### config.mk
export PLATFORM = sky130hd
export DESIGN_NAME = cpu_status_and_privilege
export DESIGN_NICKNAME = d
export VERILOG_FILES = /design/src/rtl/cpu_status_pkg.sv /design/src/rtl/cpu_status_and_privilege.sv /design/src/rtl/flag_unit.sv
export VERILOG_INCLUDE_DIRS = /design/src /design/src/rtl
export SDC_FILE = /design/constraint.sdc
export NUM_CORES = 1
export LEC_CHECK = 0
export ABC_AREA = 1
export BUFFER_PORTS_ARGS = -buffer_cell sky130_fd_sc_hd__clkbuf_2
export CORE_MARGIN = 2
export CORE_UTILIZATION = 39
export DETAILED_ROUTE_END_ITERATION = 8
export PLACE_DENSITY_LB_ADDON = 0.3
export SLEW_MARGIN = 20
export SYNTH_ARGS = -nofsm -noshare
export SYNTH_HDL_FRONTEND = slang
export SYNTH_HIERARCHICAL = 1
export SYNTH_SLANG_ARGS = --single-unit
### constraint.sdc
create_clock -name CORE_CLK_IN -period 1.1 [get_ports CORE_CLK_IN]
set_input_delay 0.11 -clock CORE_CLK_IN [delete_from_list [all_inputs] [get_ports CORE_CLK_IN]]
set_output_delay 0.11 -clock CORE_CLK_IN [all_outputs]
set_load 0.02 [all_outputs]
### src/rtl/cpu_status_map.svh
/*
 Offsets, field positions, reset values and address constants of the processor status block.
 Assumes it is included by its bare name from the package; the design modules use its macros without including it.
*/
`ifndef CPU_STATUS_MAP_SVH
`define CPU_STATUS_MAP_SVH

`define REG_ADDR_W          4
`define REG_PSW_OFFSET      4'h0
`define REG_CFG_OFFSET      4'h2

`define PSW_RESET           16'h2700
`define PSW_USER_MASK       16'h001f
`define PSW_WRITE_MASK      16'he71f
`define PSW_TRACE_HI        15
`define PSW_TRACE_LO        14
`define PSW_PRIV_BIT        13
`define PSW_MASK_HI         10
`define PSW_MASK_LO         8
`define PSW_COND_HI         4
`define PSW_COND_LO         0

`define CFG_RESET           16'h00cf
`define CFG_WRITE_MASK      16'hebcf
`define CFG_GATE_BIT        7
`define CFG_MAP_BIT         6

`define SPACE_BLOCK_W       12
`define SPACE_BASE_CLEAR    24'h7ff000
`define SPACE_BASE_SET      24'hfff000

`define IRQ_LEVEL_TOP       3'h7

`endif

### src/rtl/cpu_status_pkg.sv
/*
 Types of the processor status block: trace modes and the packed state record.
 Assumes the constant header is on the include path.
*/
package cpu_status_pkg;
`include "cpu_status_map.svh"

    typedef enum logic [1:0] {
        TRACE_OFF,
        TRACE_FLOW,
        TRACE_EVERY,
        TRACE_RSVD
    } trace_mode_t;

    typedef struct packed {
        logic [15:0] psw;
        logic [15:0] cfg;
        logic        map_written;
        logic [15:0] rdata;
        logic        fault;
    } state_t;

endpackage

### src/rtl/cpu_status_and_privilege.sv
/*
 Processor status word, integration configuration word and the privilege and address-space
 checks for on-chip control registers.
 Assumes the execution unit drives the flag and status ports on CORE_CLK_IN, and that software
 reaches the registers over the plain register port with read data one cycle after the strobe.
*/
`timescale 1ns/10ps
// Behaviour
// Status word: low condition byte, high system byte.
// User reaches condition byte only; supervisor all.
// Trace select: off, flow, every, reserved.
// Privilege bit zero user, one supervisor.
// Three-bit mask level gates interrupt requests.
// Extend flag copies carry when asked.
// Negative flag follows result top bit.
// Zero flag set for all-zero result.
// Overflow flag follows two's complement overflow.
// Carry flag records carry or borrow.
// Control block 4K at map-bit selected base.
// Supervisor-only registers need supervisor privilege.
// Selectable registers configurable per privilege.
// Gate bit zero opens selectable to user.
// Map bit writable once; others always.
// Refused user access errors, contents unchanged.
module cpu_status_and_privilege
    import cpu_status_pkg::*;
#(
    parameter int WIDTH = 32
) (
    input  wire logic                   CORE_CLK_IN,
    input  wire logic                   SRST_IN,
    input  wire logic [`REG_ADDR_W-1:0] REG_ADDR_IN,
    input  wire logic [15:0]            REG_WDATA_IN,
    input  wire logic                   REG_WR_IN,
    input  wire logic                   REG_RD_IN,
    output logic      [15:0]            REG_RDATA_OUT,
    output logic                        REG_ERR_OUT,
    input  wire logic [WIDTH-1:0]       FLAG_RESULT_IN,
    input  wire logic                   FLAG_CARRY_IN,
    input  wire logic                   FLAG_OVF_IN,
    input  wire logic [4:0]             FLAG_UPD_IN,
    input  wire logic                   FLAG_X_FROM_C_IN,
    input  wire logic                   EXEC_PSW_WR_IN,
    input  wire logic [15:0]            EXEC_PSW_IN,
    input  wire logic [2:0]             IRQ_LEVEL_IN,
    output logic                        IRQ_TAKE_OUT,
    input  wire logic                   SPACE_VALID_IN,
    input  wire logic [23:0]            SPACE_ADDR_IN,
    input  wire logic                   SPACE_SELECTABLE_IN,
    output logic                        SPACE_HIT_OUT,
    output logic                        SPACE_FAULT_OUT,
    output logic                        SUPERVISOR_OUT,
    output logic      [2:0]             MASK_LEVEL_OUT,
    output logic                        TRACE_FLOW_OUT,
    output logic                        TRACE_EVERY_OUT,
    output logic      [15:0]            PSW_OUT
);

    generate
        if (WIDTH < 8 || WIDTH > 32) begin : g_width_check
            $error("WIDTH must lie between 8 and 32.");
        end
    endgenerate

    state_t      cur;
    state_t      next_cur;
    logic [4:0]  next_cond;
    logic        supervisor;
    trace_mode_t trace_mode;
    logic [23:0] space_base;
    logic        sel_psw;
    logic        sel_cfg;
    logic        cfg_refused;

    flag_unit #(
        .WIDTH (WIDTH)
    ) u_flags (
        .result_in       (FLAG_RESULT_IN),
        .carry_in        (FLAG_CARRY_IN),
        .overflow_in     (FLAG_OVF_IN),
        .update_in       (FLAG_UPD_IN),
        .x_from_carry_in (FLAG_X_FROM_C_IN),
        .cond_in         (cur.psw[`PSW_COND_HI:`PSW_COND_LO]),
        .cond_out        (next_cond)
    );

    assign supervisor = cur.psw[`PSW_PRIV_BIT];
    assign trace_mode = trace_mode_t'(cur.psw[`PSW_TRACE_HI:`PSW_TRACE_LO]);
    assign sel_psw    = (REG_ADDR_IN == `REG_PSW_OFFSET);
    assign sel_cfg    = (REG_ADDR_IN == `REG_CFG_OFFSET);
    assign cfg_refused = sel_cfg && !supervisor;

    always_comb begin
        next_cur = cur;
        next_cur.fault = 1'b0;
        next_cur.rdata = 16'h0000;
        next_cur.psw[`PSW_COND_HI:`PSW_COND_LO] = next_cond;
        if (EXEC_PSW_WR_IN) begin
            next_cur.psw = EXEC_PSW_IN & `PSW_WRITE_MASK;
        end
        if (REG_WR_IN) begin
            if (sel_psw) begin
                if (supervisor) begin
                    next_cur.psw = REG_WDATA_IN & `PSW_WRITE_MASK;
                end else begin
                    next_cur.psw = (cur.psw & ~`PSW_USER_MASK) | (REG_WDATA_IN & `PSW_USER_MASK);
                end
            end else if (sel_cfg) begin
                if (cfg_refused) begin
                    next_cur.fault = 1'b1;
                end else begin
                    next_cur.cfg = (REG_WDATA_IN & `CFG_WRITE_MASK);
                    next_cur.map_written = 1'b1;
                    if (cur.map_written) begin
                        next_cur.cfg[`CFG_MAP_BIT] = cur.cfg[`CFG_MAP_BIT];
                    end
                end
            end
        end
        if (REG_RD_IN) begin
            if (sel_psw) begin
                next_cur.rdata = supervisor ? cur.psw : (cur.psw & `PSW_USER_MASK);
            end else if (sel_cfg) begin
                if (cfg_refused) begin
                    next_cur.fault = 1'b1;
                end else begin
                    next_cur.rdata = cur.cfg;
                end
            end
        end
    end

    always_ff @(posedge CORE_CLK_IN) begin
        if (SRST_IN) begin
            cur.psw         <= `PSW_RESET;
            cur.cfg         <= `CFG_RESET;
            cur.map_written <= 1'b0;
            cur.rdata       <= 16'h0000;
            cur.fault       <= 1'b0;
        end else begin
            cur <= next_cur;
        end
    end

    // Interrupt acceptance: level seven is never masked.
    assign IRQ_TAKE_OUT = (IRQ_LEVEL_IN == `IRQ_LEVEL_TOP) ||
                          (IRQ_LEVEL_IN > cur.psw[`PSW_MASK_HI:`PSW_MASK_LO]);

    assign space_base = cur.cfg[`CFG_MAP_BIT] ? `SPACE_BASE_SET : `SPACE_BASE_CLEAR;

    always_comb begin
        SPACE_HIT_OUT   = 1'b0;
        SPACE_FAULT_OUT = 1'b0;
        if (SPACE_VALID_IN &&
            SPACE_ADDR_IN[23:`SPACE_BLOCK_W] == space_base[23:`SPACE_BLOCK_W]) begin
            SPACE_HIT_OUT = 1'b1;
            if (!supervisor) begin
                if (!SPACE_SELECTABLE_IN) begin
                    SPACE_FAULT_OUT = 1'b1;
                end else begin
                    SPACE_FAULT_OUT = cur.cfg[`CFG_GATE_BIT];
                end
            end
        end
    end

    assign REG_RDATA_OUT   = cur.rdata;
    assign REG_ERR_OUT     = cur.fault;
    assign SUPERVISOR_OUT  = supervisor;
    assign MASK_LEVEL_OUT  = cur.psw[`PSW_MASK_HI:`PSW_MASK_LO];
    assign TRACE_FLOW_OUT  = (trace_mode == TRACE_FLOW);
    assign TRACE_EVERY_OUT = (trace_mode == TRACE_EVERY);
    assign PSW_OUT         = cur.psw;

endmodule

### src/rtl/flag_unit.sv
/*
 Condition flag computation from an execution result.
 Assumes the execution unit supplies the result, carry and overflow of the same operation.
*/
`timescale 1ns/10ps
module flag_unit
    import cpu_status_pkg::*;
#(
    parameter int WIDTH = 32
) (
    input  wire logic [WIDTH-1:0] result_in,
    input  wire logic             carry_in,
    input  wire logic             overflow_in,
    input  wire logic [4:0]       update_in,
    input  wire logic             x_from_carry_in,
    input  wire logic [4:0]       cond_in,
    output logic      [4:0]       cond_out
);

    always_comb begin
        cond_out = cond_in;
        if (update_in[4]) begin
            cond_out[4] = x_from_carry_in ? carry_in : cond_in[0];
        end
        if (update_in[3]) begin
            cond_out[3] = result_in[WIDTH-1];
        end
        if (update_in[2]) begin
            cond_out[2] = (result_in == '0);
        end
        if (update_in[1]) begin
            cond_out[1] = overflow_in;
        end
        if (update_in[0]) begin
            cond_out[0] = carry_in;
        end
    end

endmodule

==> impl_metrics.yaml <==
pwr:
  p_leak_nw: 1.88
  ir_drop_mv: 0.557
  power_density_nw_per_um2: 1020
sta:
  max_clock_freq_mhz: 678
  max_slew.worst_pin.slew_ps: 419
  fin_ws_ps: -376
  tns_ps: -738
  finalHoldViolCount: 0
  fin_crit_ps: 1480
  fin_crit_sh_pct: 134
  slew_headroom_pct: 72.0
  setup_violations: 5
  finalMaxSlewViolations: 0
  finClkSkew_ps: 9.61
  rsz0062_at_grt: "true"
logic_synthesis:
  avgSynthCellArea_um2: 6.97
  synth_edf_count: 0
  synth_seq_cells: 46
  synth_cell_types: 29
  yosysTopAreaCell: "dfxtp_1"
  yosysTopAreaCellShare_pct: 37.1
  yosysMostFrequentCell: "nand2_1"
  postSynthCellCount: 356
  async_flop_share_pct: 0
  synth_area_um2: 2480
  syn_nets: 469
  synthTopCellsByArea: "dfxtp_1 (37%), buf_4 (11%), nand2_1 (10%)"
  ys_warn_count: 6
  synth_commonest_cells: "nand2_1 (67), nor2_1 (58), dfxtp_1 (46), inv_1 (46), buf_4 (36)"
  ys.flop_type: "dfxtp_1"
  yosysSeqAreaShare_pct: 37.1
critical_path:
  cp_slowest_cell: "dfxtp_2"
  crit_path_end: "IRQ_TAKE_OUT"
  required_ps: 990
  crit_fanout: 3
  max_stage_delay_ps: 340
  reg2reg_from: "PSW_OUT[13]"
  crit_start: "PSW_OUT[10]"
  start_kind: "flop"
  end_kind: "primary output"
  timing.rr.end: "PSW_OUT[8]"
  worst-r2r-setup-slack_ps: -10
  criticalPathCategory: "flop to primary output"
  cp_cell_sequence: "inv_2 > ha_4 > nand2_2 > o21ai_1 > nand2_1 > nand2_2 > buf_8"
  crit_path_frequent_cell: "nand2_2"
  worstPathArrival_ps: 1370
  r2r_cells: 6
floorplanning:
  placementRows: 29
  core-area_um2: 6240
  initial_utilization_pct: 39.7
  io-pin-count: 152
  die_width_um: 83.7
  dieArea_um2: 7010
  fp.dieH_um: 83.7
cts:
  cts_tree: "done"
  hold_buffers: 0
  cts_root_buf: "clkbuf_8"
  clk_pin_slew_worst_paths_ps: 90
  numCtsBuffers: 5
  cts_buffer_depth: 2
  clock_sinks: 46
  clk_latency_ps: 300
  htreeDepth: 2
placement:
  place_ws_ps: -162
  dp_hpwl_um: 5250
  port_buffers: 132
  placed_area_um2: 3210
  gp_congestion: 0.858
worst_hold_path:
  worstHoldPathType: "input pin to flop"
layout:
  fin_area_um2: 3540
  final_nets: 607
  drive_gt1_share_pct: 44.6
  num_antenna_cells: 0
  syn_to_final_growth_pct: 42.6
grt:
  grt_usage_pct: 18.6
  grt_max_degree: 15
  grt_pass1_wl_um: 10800
  antenna_found_initial: 0
  overflow: 0
  grt_pass1_vias: 2515
outcome:
  violations: "negative setup slack"
  outcome: "finished, violations left"
run:
  maxCapViolations: 0
route:
  drc: 0
  via_per_inst: 4.58
  drtIter0Drc: 87
  vias: 2618
  dr.pass1.iters: 4
  wl_per_cell_um: 11.4
  final_antenna_net_count: 0
  finalWirelength_um: 6540
layout make-up:
cell class,instances,area (um^2)
Multi-Input combinational cell,221,1190
Clock inverter,2,12.5
Sequential cell,46,932
Fill cell,621,2710
Clock buffer,6,82.6
Timing Repair Buffer,173,1040
Inverter,47,181
Tap cell,77,96.3
how the worst min path moves through the flow:
stage | start | endpoint | slack, ps | cells after the start
floorplan | REG_ADDR_IN[0] | REG_RDATA_OUT[13] | 190 | 1
global placement | REG_WDATA_IN[6] | cur[24] | 310 | 3
detailed placement | REG_WDATA_IN[6] | cur[24] | 330 | 3
CTS | REG_ADDR_IN[0] | REG_RDATA_OUT[13] | 10 | 2
global route | REG_WDATA_IN[6] | cur[24] | -2 | 3
finish | REG_ADDR_IN[0] | REG_RDATA_OUT[13] | 10 | 2
layout by cell type, fill, tap and decap left out, types with 4 or more instances in the layout:
cell type  count
a21oi_1        4
buf_4         37
buf_6          6
clkbuf_2     126
clkbuf_8       7
dfxtp_1       39
dfxtp_2        6
inv_1         42
inv_2          4
nand2_1       63
nand2_2        6
nand3_1       18
nand4_1       15
nand4_4        4
nor2_1        56
nor2_2         4
nor3_1         5
o21ai_0       14
o21ai_1        7
o22ai_1        5
power by group:
part,total (W),internal (W),switching (W)
Clock,0.00107,0.000505,0.000568
Combinational,0.000791,0.000384,0.000407
Sequential,0.00173,0.00171,0.0000262
Total,0.00360,0.00260,0.00100
kinds of logic after synthesis:
| logic type | share of synthesized area (%) |
|---|---|
| AO/OA/AOI/OAI | 7.77 |
| adder cells (fa/ha/maj) | 1.51 |
| AND/OR/NAND/NOR | 32.0 |
| buffers and inverters | 20.3 |
| XOR/XNOR | 0.353 |
| multiplexers | 0.908 |
| flip-flops | 37.1 |
state kept, by name, summed over array words and instances, names as in the netlist:
signal	cells
cur	13
PSW_OUT	16
REG_RDATA_OUT	16
REG_ERR_OUT	1
metrics by stage:
stage               hold WS [ps]  total power [W]  utilization (%)  cells
global route               -1.77          0.00381             56.7    572
floorplan                    187          0.00214                -    356
CTS                         11.8          0.00357             54.6    568
finish                      11.6          0.00360             56.7    572
global placement             311          0.00245             51.4    555
detailed placement           327          0.00247             51.4    555
worst max-delay path: cells and delay by family, from the launching register on:
kind            cells  cell delay, ps
simple gates        3             180
fa+ha+maj           1             280
buf+inv             2             160
flops               1             340
compound gates      1             110
timing repair:
| action | 4_1_cts | 5_1_grt |
|---|---|---|
| buffers inserted | 4 | 2 |
| gates cloned | 1 | 2 |
| pin swaps | 4 | 10 |
| setup endpoints to repair | 29 | 25 |
| gates resized for setup | 17 | 33 |
routing by layer:
metal  global-route usage [%]  vias to the layer above  wire length, um
met5                        0                        -                0
met4                     5.87                        0               70
met3                     3.46                        6              383
met2                     33.2                       90             3250
met1                     22.6                     1144             2830
li1                         -                     1378                -
(Power assumes the default switching activity.)
